==> config.mk <==
export PLATFORM = sky130hd
export DESIGN_NAME = amis_top
export DESIGN_NICKNAME = d
export VERILOG_FILES = /design/src/amis_pkg.sv /design/src/amis_top.sv /design/src/amis_mute_mux.sv
export SDC_FILE = /design/constraint.sdc
export NUM_CORES = 1
export LEC_CHECK = 0
export BUFFER_PORTS_ARGS = -buffer_cell sky130_fd_sc_hd__buf_2
export CAP_MARGIN = 20
export CORE_MARGIN = 10
export CORE_UTILIZATION = 34
export DETAILED_ROUTE_END_ITERATION = 6
export PLACE_DENSITY = 0.81
export SLEW_MARGIN = 30
export SYNTH_ARGS = -nofsm -noshare
export SYNTH_HDL_FRONTEND = slang
export SYNTH_SLANG_ARGS = --single-unit
==> constraint.sdc <==
create_clock -name sys_clk -period 1.9 [get_ports sys_clk]
set_clock_uncertainty 0.2 [all_clocks]
set_input_delay 0.285 -clock sys_clk [delete_from_list [all_inputs] [get_ports sys_clk]]
set_output_delay 0.285 -clock sys_clk [all_outputs]
set_load 0.05 [all_outputs]
==> src/amis_pkg.sv <==
package amis_pkg;

  localparam int unsigned ADDR_W          = 32;
  localparam int unsigned DATA_W          = 32;
  localparam int unsigned BE_W            = DATA_W / 8;
  localparam int unsigned SEL_W           = 3;

  localparam logic [ADDR_W-1:0] PORT1_CFG_ADDR = 32'h4000001c;
  localparam logic [ADDR_W-1:0] PORT2_CFG_ADDR = 32'h40000020;

  localparam logic [SEL_W-1:0]  SEL_RESET      = 3'h0;
  localparam int unsigned       SEL_LSB        = 0;
  localparam int unsigned       SEL_BYTE       = 0;

  localparam logic [1:0] RESP_OKAY   = 2'h0;
  localparam logic [1:0] RESP_SLVERR = 2'h2;

  // Selector codes
  typedef enum logic [SEL_W-1:0] {
    SRC_ZERO      = 3'h0,
    SRC_P0D7      = 3'h1,
    SRC_P0D8      = 3'h2,
    SRC_P0D9      = 3'h3,
    SRC_P2_HCLK   = 3'h4,
    SRC_SP1_SIN   = 3'h5,
    SRC_SP1_CS    = 3'h6,
    SRC_SP1_EN    = 3'h7
  } amis_src_t;

  // Shared pin levels that may drive a mute input
  typedef struct packed {
    logic port0_data7_second_serial_periph_clock_pin;
    logic port0_data8_port1_data5_second_serial_periph_slave_out_pin;
    logic port0_data9_port1_data4_second_serial_periph_slave_in_pin;
    logic port2_rx_high_clock_pin;
    logic first_serial_periph_slave_in_pin;
    logic first_serial_periph_chip_select_pin;
    logic first_serial_periph_enable_pin;
  } amis_pins_t;

  // Avalon-MM request from the master
  typedef struct packed {
    logic [ADDR_W-1:0] address;
    logic              read;
    logic              write;
    logic [DATA_W-1:0] writedata;
    logic [BE_W-1:0]   byteenable;
  } amis_av_req_t;

  // Avalon-MM answer to the master
  typedef struct packed {
    logic [DATA_W-1:0] readdata;
    logic              waitrequest;
    logic [1:0]        response;
  } amis_av_rsp_t;

endpackage : amis_pkg

==> src/amis_top.sv <==
// Overview of operation
// - Port-1 three-bit selector, read/write, resets zero
// - Port-2 identical selector, same encoding, resets zero
// - Code zero drives constant low mute
// - Codes 1-3 route shared data/serial pins
// - Code 4 high clock, 5 slave-in
// - Code 6 chip select, 7 enable pin
// - Upper bits not stored; read zero
// - Reduced variant: port-2 register reserved, inert
`timescale 1ns/1ns
module amis_top #(
  parameter bit HAS_PORT2 = 1'b1
) (
  input  wire logic                   sys_clk,
  input  wire logic                   rst,
  input  wire amis_pkg::amis_av_req_t av_req,
  output amis_pkg::amis_av_rsp_t      av_rsp,
  input  wire amis_pkg::amis_pins_t   pins,
  output logic                        port1_mute_in,
  output logic                        port2_mute_in
);
  import amis_pkg::*;

  ////////////////////////////////////////////////////////////////////////////
  // Helpers

  function automatic logic [SEL_W-1:0] merge_sel(
    input logic [SEL_W-1:0]  cur,
    input logic [DATA_W-1:0] wdata,
    input logic [BE_W-1:0]   be
  );
    merge_sel = be[SEL_BYTE] ? wdata[SEL_LSB +: SEL_W] : cur;
  endfunction : merge_sel

  function automatic logic [DATA_W-1:0] read_word(
    input logic [SEL_W-1:0] sel
  );
    read_word = {{(DATA_W-SEL_W){1'b0}}, sel};
  endfunction : read_word

  ////////////////////////////////////////////////////////////////////////////
  // Bus decode

  logic              ack_q;
  logic              ack_d;
  logic [SEL_W-1:0]  port1_mute_source_sel_q;
  logic [SEL_W-1:0]  port1_mute_source_sel_d;
  logic [SEL_W-1:0]  port2_mute_source_sel_q;
  logic [SEL_W-1:0]  port2_mute_source_sel_d;
  logic [DATA_W-1:0] rdata_q;
  logic [DATA_W-1:0] rdata_d;
  logic [1:0]        resp_q;
  logic [1:0]        resp_d;

  wire req        = av_req.read | av_req.write;
  wire hit_p1     = (av_req.address == PORT1_CFG_ADDR);
  wire hit_p2     = (av_req.address == PORT2_CFG_ADDR);
  wire mapped     = hit_p1 | hit_p2;
  wire wr_commit  = av_req.write & ack_q;
  wire rd_capture = av_req.read & ~ack_q;
  wire p2_live    = HAS_PORT2;

  // One wait cycle, then the answer
  assign ack_d = req & ~ack_q;

  assign port1_mute_source_sel_d = (wr_commit & hit_p1) ?
    merge_sel(port1_mute_source_sel_q, av_req.writedata, av_req.byteenable) :
    port1_mute_source_sel_q;

  assign port2_mute_source_sel_d = (wr_commit & hit_p2 & p2_live) ?
    merge_sel(port2_mute_source_sel_q, av_req.writedata, av_req.byteenable) :
    port2_mute_source_sel_q;

  // Reserved bits read zero; absent port-2 reads zero
  assign rdata_d = !rd_capture ? rdata_q :
                   hit_p1      ? read_word(port1_mute_source_sel_q) :
                   (hit_p2 & p2_live) ? read_word(port2_mute_source_sel_q) :
                   '0;

  assign resp_d = !(req & ~ack_q) ? resp_q :
                  mapped          ? RESP_OKAY :
                  RESP_SLVERR;

  ////////////////////////////////////////////////////////////////////////////
  // Registers

  always_ff @(posedge sys_clk) begin
    if (rst) begin
      ack_q                   <= 1'b0;
      port1_mute_source_sel_q <= SEL_RESET;
      port2_mute_source_sel_q <= SEL_RESET;
      rdata_q                 <= '0;
      resp_q                  <= RESP_OKAY;
    end else begin
      ack_q                   <= ack_d;
      port1_mute_source_sel_q <= port1_mute_source_sel_d;
      port2_mute_source_sel_q <= port2_mute_source_sel_d;
      rdata_q                 <= rdata_d;
      resp_q                  <= resp_d;
    end
  end

  assign av_rsp.readdata    = rdata_q;
  assign av_rsp.waitrequest = req & ~ack_q;
  assign av_rsp.response    = resp_q;

  ////////////////////////////////////////////////////////////////////////////
  // Mute source selection

  logic port2_mux_out;

  amis_mute_mux u_port1_mux (
    .sel  (port1_mute_source_sel_q),
    .pins (pins),
    .mute (port1_mute_in)
  );

  amis_mute_mux u_port2_mux (
    .sel  (port2_mute_source_sel_q),
    .pins (pins),
    .mute (port2_mux_out)
  );

  assign port2_mute_in = p2_live & port2_mux_out;

endmodule : amis_top

==> src/amis_mute_mux.sv <==
`timescale 1ns/1ns
module amis_mute_mux (
  input  wire logic [amis_pkg::SEL_W-1:0] sel,
  input  wire amis_pkg::amis_pins_t       pins,
  output logic                            mute
);
  import amis_pkg::*;

  // Purely combinational, no frame alignment
  always_comb begin
    case (amis_src_t'(sel))
      SRC_ZERO:    mute = 1'b0;
      SRC_P0D7:    mute = pins.port0_data7_second_serial_periph_clock_pin;
      SRC_P0D8:    mute = pins.port0_data8_port1_data5_second_serial_periph_slave_out_pin;
      SRC_P0D9:    mute = pins.port0_data9_port1_data4_second_serial_periph_slave_in_pin;
      SRC_P2_HCLK: mute = pins.port2_rx_high_clock_pin;
      SRC_SP1_SIN: mute = pins.first_serial_periph_slave_in_pin;
      SRC_SP1_CS:  mute = pins.first_serial_periph_chip_select_pin;
      SRC_SP1_EN:  mute = pins.first_serial_periph_enable_pin;
      default:     mute = 1'b0;
    endcase
  end

endmodule : amis_mute_mux

==> results.md, run 1 <==
- Outcome: complete, but fails checks
- Failing checks: setup timing
- Crit Path Category: register to output port
- Ant diodes: 0
- Critical Path AT: 1440 ps
- Final setup margin: -23.5 ps
- Remaining antenna violation count: 0
- Largest net degree at the start of global routing: 15
- CTS Buf Count: 3
- RePlAce Congestion: 0.736
- Core area: 2810 sq um
- Clk pwr share: 24.6%
- Wire per inst: 14.2 um
- First-pass iteration count of the detailed router: 4
- Seq pwr share: 36.8%
- Cells after Synth: 104
- Routed vias/inst: 4.69
- Reg area: 225 sq um
- Adder-cell share of the synthesized area: 0%
- Crit end category: output port
- CP startpoint: port2_mute_source_sel_q[0]
- First-pass GRT wire length: 3920 um
- P per Cell Area: 505 nW/um^2
- Die area: 5600 sq um
- I/O Buffers: 53
- Worst-Skew Late Latency: 260 ps
- Die width: 74.8 um
- Root buf cell: clkbuf_4
- CTS max path bufs: 2
- Die height: 74.8 um
- Final Critical Period: 1920 ps
- H-tree levels: 1
- Yosys Warn Count: 0
- Post-Place Cells: 187
- Detailed placement HPWL: 2450 um
- Syn-to-layout area delta: 23.8%
- Final Hold Fails: 0
- Util after Layout: 45.0%
- Mux share of post-synthesis cell area: 12.3%
- Sw frac: 42.1%
- Max cap viols: 0
- Largest family of logic cells by synthesized area: simple AND/OR/NAND/NOR gates
- CP max-delay cell: mux4_2
- Gr usage total: 8.82%
- Vias in the first global route: 927
- DP Area: 1210 sq um
- Critical path, cell by cell: mux4_2, a21o_1, buf_6
- WL final: 2720 um
- CTS clk-pin slew, worst paths: 70 ps
- Total negative slack: -35.6 ps
- Final nets: 241
- Switching pwr: 269 uW
- Finish-stage setup viols: 2
- RSZ-0062 raised after global routing: true
- Initial drt markers: 43
- Area of the multi-input gates: 673 sq um
- Share of cells above drive strength 1: 45.3%
- Total number of vias: 901
- Hold Crit Class: primary input to register
- Post-Synth XOR/XNOR Area: 0%
- Final period utilization: 101%
- Seq cells post-synth: 11
- Int Power: 369 uW
- Crit start category: register
- DRC errors left: 0
- Area of the mapped netlist: 1020 sq um
- Post-route insts no fill: 192
- Initial Utilization: 36.4%
- Critical Path RT: 1410 ps
- Leakage: 0.000592 uW
- Core Rows: 19
- Max Fclk: 0.520 GHz
- Num ports: 116
- Leading area contributor after synthesis: buf_4
- CP peak stage delay: 500 ps
- Worst path bufs/invs: 1
- Max-slew violations: 0
- Hold Slack: 100 ps
- Synth Area in Compound Gates: 8.33%
- Top post-synthesis cells by area: buf_4, dfxtp_1, nor4_4, mux2i_1, nand2b_1
- Critical path peak fanout: 2
- Crit path max-delay family: multiplexers
- Syn_area_per_cell: 9.82 sq um
- Worst r2r src: ack_q
- CTS sink cnt: 11
- Power share of the combinational group: 38.6%
- Hold-fix buffers, CTS: 0
- Post-synthesis sequential area ratio: 21.6%
- Hold wc startpoint: av_req[36]
- Post-Synth Simple-Gate Area: 34.3%
- IR Drop Worst-Case VDD: 0.222 mV
- GRT overflow: 0
- Fill cells: 298
- Post-route design area: 1260 sq um
- Synth top area share: 22.8%
- Post-synthesis cell type count: 24
- Antenna violations before repair: 0
- CTS tree: built
-- logic make-up after synthesis --
group           after synthesis
flops                        11
buf+inv                      32
compound gates               13
other cells                   1
simple gates                 37
mux                          10
-- placed cells by master (no fill, tap or decap), types with 3 or more instances in the layout --
| master | instances |
|---|---|
| nor2_1 | 4 |
| a22oi_1 | 3 |
| clkbuf_4 | 3 |
| nor4_4 | 5 |
| a21oi_1 | 5 |
| a211oi_1 | 3 |
| buf_2 | 51 |
| nand2b_1 | 10 |
| dfxtp_1 | 9 |
| conb_1 | 30 |
| buf_4 | 3 |
| or4_1 | 3 |
| nand2_1 | 3 |
| mux2i_1 | 8 |
-- synth_stat cells, drive strengths merged --
master and number:
a21o 2, clkbuf 1, nor4 7, or4b 1, and4b 1, nor2 4
dfxtp 11, conb 1, nor4b 3, a211oi 3, or4 3, a21oi 5
mux2i 8, nand2 3, nand2b 10, nand4 1, mux4 2, a22oi 3
nor3 2, nand3 2, buf 31
-- routing by layer --
metal / vias up / track usage, % / routed length [um]
met1: 410 / 8.48 / 1000
li1: 436 / - / -
met5: - / 0 / 0
met4: 0 / 0.630 / 0
met3: 0 / 4.86 / 398
met2: 55 / 16.8 / 1320
-- stage by stage --
stage                     power, uW  setup slack (ps)
after detailed placement        486              -116
after floorplan                 467               171
after global placement          483             -30.9
after CTS                       642             -33.3
final                           638             -23.5
after global routing            666             -56.8
-- power groups by stage --
stage                     logic, uW  registers (uW)  clock network (uW)
after floorplan                 219             248                   0
after global placement          242             241                   0
after detailed placement        244             242                   0
after CTS                       244             235                 163
after global routing            259             235                 171
final                           246             235                 157
-- layout make-up --
type / count / area share, %
Clock buffer: 4 / 2.08
Multi-Input combinational cell: 90 / 53.3
Tap cell: 31 / 3.07
Timing Repair Buffer: 56 / 23.8
Sequential cell: 11 / 17.8
-- worst paths after layout --
check | to | slack [ps] | cells past startpoint
hold / removal | ack_q | 100 | 3
hold reg to reg | rdata_q[0] | 260 | 2
setup / recovery | port2_mute_in | -20 | 3
setup reg to reg | rdata_q[1] | 380 | 3
-- registers in the layout (all words and copies together) (netlist names) --
| signal | count |
|---|---|
| ack_q | 1 |
| port1_mute_source_sel_q | 3 |
| port2_mute_source_sel_q | 3 |
| rdata_q | 3 |
| resp_q | 1 |
-- timing repair --
action                     CTS  global route
buffers inserted             1             0
pin swaps                    2             0
gates resized for setup      7             0
setup endpoints to repair    2             2
-- worst register-to-register path, cell delays in order, from the launching register on --
cell and delay, ps:
dfxtp_1 330, nand2b_1 230, or4_1 510, a21oi_1 180
Note: power is estimated with default switching activity, not from simulation.
==> run 2: changes to the inputs <==
CORE_UTILIZATION = 36   (was 34)
PLACE_DENSITY = 0.85   (was 0.81)
clock period = 2.4 ns   (was 1.9 ns; I/O delays follow)
==> run 2 against run 1 <==
The run now ends clean. Die area decreased by 4.1%. Sequential share of layout area increased by 0.17 points. Final cell count decreased by 1.6%. Routed wire length about the same. Design area decreased by 3.2%. Sequential power decreased by 20%. Power decreased by 20%. Count of clock-buffer cells in the layout unchanged. First-iteration DRC count decreased by 60%. Worst hold slack improved by 82 ps. Sequential cell count unchanged. Largest power group unchanged. Highest routed layer is now met4.
==> results.md, run 2 (same netlist as run 1, synthesis figures left out) <==
- Outcome: completed
- First-pass GRT wire length: 4240 um
- DP Worst Slack: 362 ps
- Commonest non-fill, non-tap cells in the layout: buf_2, conb_1, dfxtp_1, nand2b_1, mux2i_1
- Remaining antenna violation count: 0
- Post-CTS sizing: 0
- Post-route insts no fill: 189
- Area of the multi-input gates: 673 sq um
- Hold-fix buffers, CTS: 0
- WL final: 2720 um
- Post-Place Cells: 185
- IR Drop Worst-Case VDD: 0.208 mV
- Most common cell after layout, fill and taps aside: buf_2
- Setup bufs post-CTS: 0
- Total negative slack: 0 ps
- Total number of vias: 855
- Die width: 73.3 um
- Initial Utilization: 37.3%
- Reg area: 220 sq um
- Crit end category: output port
- Critical Path RT: 1840 ps
- Final setup margin: 194 ps
- Routed vias/inst: 4.52
- Final Critical Period: 2210 ps
- I/O Buffers: 53
- Num ports: 116
- Max cap viols: 0
- Wire per inst: 14.4 um
- Detailed placement HPWL: 2500 um
- Crit Path Category: register to output port
- Die height: 73.3 um
- CTS sink cnt: 11
- RSZ-0062 raised after global routing: false
- Vias in the first global route: 949
- Final period utilization: 91.9%
- Core Rows: 19
- CTS tree: built
- H-tree levels: 1
- Regs by FF count: port1_mute_source_sel_q (3), port2_mute_source_sel_q (3), rdata_q (3)
- Crit start category: register
- Worst-Skew Late Latency: 270 ps
- Finish-stage setup viols: 0
- Share of cells above drive strength 1: 43.0%
- Leakage: 0.000573 uW
- Critical Path AT: 1650 ps
- Ant diodes: 0
- Core area: 2730 sq um
- Util after Layout: 44.8%
- Final Hold Fails: 0
- Max-slew violations: 0
- Syn-to-layout area delta: 19.9%
- Antenna violations before repair: 0
- DRC errors left: 0
- CTS Buf Count: 3
- Initial drt markers: 17
- Final nets: 238
- CTS max path bufs: 2
- GRT overflow: 0
- Die area: 5370 sq um
- Max Fclk: 0.453 GHz
- RePlAce Congestion: 0.727
- Critical path peak fanout: 5
- Gr usage total: 9.67%
- Largest net degree at the start of global routing: 15
- CTS clk-pin slew, worst paths: 70 ps
- First-pass iteration count of the detailed router: 4
- Root buf cell: clkbuf_4
- Fill cells: 298
- P per Cell Area: 416 nW/um^2
- Hold Crit Class: primary input to register
[run 2: per-stage QoR]
stage | hold WS [ps] | cell area, sq um | power (uW)
after floorplan | 240 | 1130 | 370
after CTS | 176 | 1220 | 513
after global placement | 239 | 1200 | 381
final | 182 | 1220 | 509
after detailed placement | 248 | 1200 | 385
after global routing | 198 | 1220 | 535
[run 2: final timing paths]
kind / from / endpoint / slack [ps] / cells after the start
worst max-delay path: port2_mute_source_sel_q[0] / port2_mute_in / 190 / 3
worst min-delay path: av_req[6] / port2_mute_source_sel_q[2] / 180 / 3
worst max register to register: ack_q / rdata_q[0] / 960 / 3
worst min register to register: rdata_q[1] / rdata_q[1] / 250 / 2
[run 2: layer usage]
metal  global-route usage (%)  up-vias  routed length [um]
met2                     18.2       43                1460
met1                     8.85      378                 858
met4                     3.16        0                  23
met5                        0        -                   0
met3                     4.44        4                 372
li1                         -      430                   -
[run 2: where the power goes]
part	leakage, uW	switching [uW]	internal [uW]
sequential	0.0000892	1.68	185
clock	0.0000150	62.9	64.4
combinational	0.000469	151	43.3
total	0.000573	216	293
[run 2: cell type report]
type / count / share of cell area [%]
Timing Repair Buffer: 53 / 21.7
Tap cell: 31 / 3.17
Multi-Input combinational cell: 90 / 55.0
Clock buffer: 4 / 2.15
Sequential cell: 11 / 18.0
[run 2: critical path, cell delays in order, from the launching register on]
cell	delay (ps)
dfxtp_1	440
mux4_2	540
a21o_1	190
buf_2	200
==> run 3: changes to the inputs <==
ABC_AREA = 1   (was unset)
CORE_UTILIZATION = 39   (was 36)
==> run 3 against run 2 <==
Routed wire length up 14%. Via count up 51%. Synthesized cell count up 110%. Setup slack better by 160 ps. Area after synthesis up 18%. Clock power about the same.
==> results.md, run 3 <==
- Outcome: completed
- Root buf cell: clkbuf_4
- Post-route design area: 1420 sq um
- Antenna violations before repair: 0
- Total number of vias: 1289
- Regs by FF count: port1_mute_source_sel_q (3), port2_mute_source_sel_q (3), rdata_q (3)
- Int Power: 304 uW
- First-pass iteration count of the detailed router: 4
- CTS clk-pin slew, worst paths: 70 ps
- Power share of the combinational group: 41.8%
- CP peak stage delay: 440 ps
- CP max-delay cell: dfxtp_1
- Most common cell after layout, fill and taps aside: buf_2
- Ant diodes: 0
- Post-synth EDFFs: 0
- Reg-to-reg slack, setup: 1170 ps
- Leakage: 0.000851 uW
- Most common cell in the netlist: nor2_1
- Top post-synthesis cells by area: buf_4, dfxtp_1, nor2_1, nand2_1, inv_1
- Core Rows: 20
- Initial Utilization: 40.2%
- Seq cells post-synth: 11
- Seq pwr share: 35.0%
- Post-synthesis sequential area ratio: 18.2%
- WHS Path Cells: 3
- Syn-to-layout area delta: 17.3%
- CTS sink cnt: 11
- Worst r2r src: ack_q
- Sw frac: 44.6%
- RSZ-0062 raised after global routing: false
- IR Drop Worst-Case VDD: 0.235 mV
- WL final: 3100 um
- Worst reg2reg path endpoint: port1_mute_source_sel_q[0]
- Critical Path AT: 1490 ps
- Critical Path RT: 1840 ps
- Worst-Skew Late Latency: 270 ps
- Die height: 75.7 um
- Critical path, cell by cell: inv_1, o32ai_1, o21a_1, buf_2
- Commonest non-fill, non-tap cells in the layout: buf_2, nor2_1, nand2_1, inv_1, conb_1
- Gr usage total: 10.7%
- Vias in the first global route: 1254
- Hold Path Sink: port1_mute_source_sel_q[2]
- Yosys Warn Count: 0
- Remaining antenna violation count: 0
- I/O Buffers: 53
- Clk pwr share: 23.2%
- Die area: 5730 sq um
- Num ports: 116
- Max Fclk: 0.489 GHz
- Top cells by count, synth: nor2_1, nand2_1, inv_1
- Hold-fix buffers, CTS: 0
- Synth top area share: 19.3%
- Post-synth top flop: dfxtp_1
- Core area: 3000 sq um
- P per Cell Area: 386 nW/um^2
- Crit start category: register
- Switching pwr: 244 uW
- Initial drt markers: 24
- Area of the mapped netlist: 1210 sq um
- Hold wc startpoint: av_req[6]
- Routed vias/inst: 4.27
- Final Hold Fails: 0
- Crit Path Category: register to output port
- Final period utilization: 85.2%
- Largest net degree at the start of global routing: 10
- DP Area: 1390 sq um
- Wire per inst: 10.3 um
- Total negative slack: 0 ps
- Hold Crit Class: primary input to register
- Share of cells above drive strength 1: 25.3%
- Setup bufs post-CTS: 0
- H-tree levels: 1
- CP startpoint: port2_mute_source_sel_q[0]
- Final Critical Period: 2050 ps
- Critical path peak fanout: 7
- Leading area contributor after synthesis: buf_4
- Final nets: 349
- First-pass GRT wire length: 5000 um
- Crit end category: output port
- Detailed placement HPWL: 2810 um
- Finish-stage setup viols: 0
- Post-synthesis cell type count: 25
- RePlAce Congestion: 0.821
- Syn_area_per_cell: 5.65 sq um
- CTS tree: built
- Max cap viols: 0
- CTS Buf Count: 3
- Max-slew violations: 0
- Cells after Synth: 214
- Async set or reset register ratio after synthesis: 0%
- Worst R2R Path Depth: 5
- GRT overflow: 0
- DRC errors left: 0
- CTS max path bufs: 2
- Die width: 75.7 um
- Post-CTS sizing: 0
## run 3: cell count changes in the layout (fill, tap and decap cells not counted), sizes merged, moves of 4 or more
cell / change
nor4: -7
nor2: +51
inv: +40
nand2b: -10
mux2i: -8
o21ai: +4
a21oi: -4
nand2: +36
nand3: +20
## run 3: power groups by stage
stage                     sequential (uW)  combinational [uW]  clock [uW]
after floorplan                       213                 193           0
after global placement                196                 225           0
after detailed placement              196                 228           0
after CTS                             192                 228         130
after global routing                  192                 251         138
final                                 192                 229         127
## run 3: cell families (layout without fill, tap and decap cells)
kind of cell	Yosys count	count (layout)	synth area share, %
and+or+nand+nor	121	121	44.3
other	1	30	0.310
AOI/OAI and AO/OA	10	10	5.28
buffers and inverters	71	97	31.9
DFF	11	11	18.2
## run 3: worst max path at each step
stage | end | slack, ps | depth (start not counted)
after floorplan | port1_mute_in | 360 | 4
after global placement | port2_mute_in | 650 | 4
after detailed placement | port2_mute_in | 660 | 4
after CTS | port2_mute_in | 350 | 4
after global routing | port2_mute_in | 240 | 4
final | port2_mute_in | 350 | 4
## run 3: cell type report
class,instances,area (sq um)
multi-input cells,161,712
clock buffers,4,26.3
inverters,40,153
well taps,33,41.3
repair buffers,53,265
fillers,342,1590
flip-flops and latches,11,220
## run 3: worst max-delay path: cells and delay by family (launching register included)
family / cells / cell delay (ps)
buf+inv: 2 / 360
compound gates: 2 / 430
flops: 1 / 440
## run 3: through the flow
stage	util [%]	total power [uW]	hold slack, ps	setup slack, ps	instances
global route	47.2	581	163	237	302
floorplan	-	407	232	356	243
global placement	46.3	421	298	654	298
detailed placement	46.3	423	306	661	298
CTS	47.2	550	130	347	302
finish	47.2	548	131	354	302
## run 3: routing by layer
metal	GRT usage, %	vias to the layer above	wire length [um]
li1	-	699	-
met1	11.5	536	1190
met2	19.2	52	1450
met3	4.43	2	443
met4	1.86	0	17
met5	0	-	0
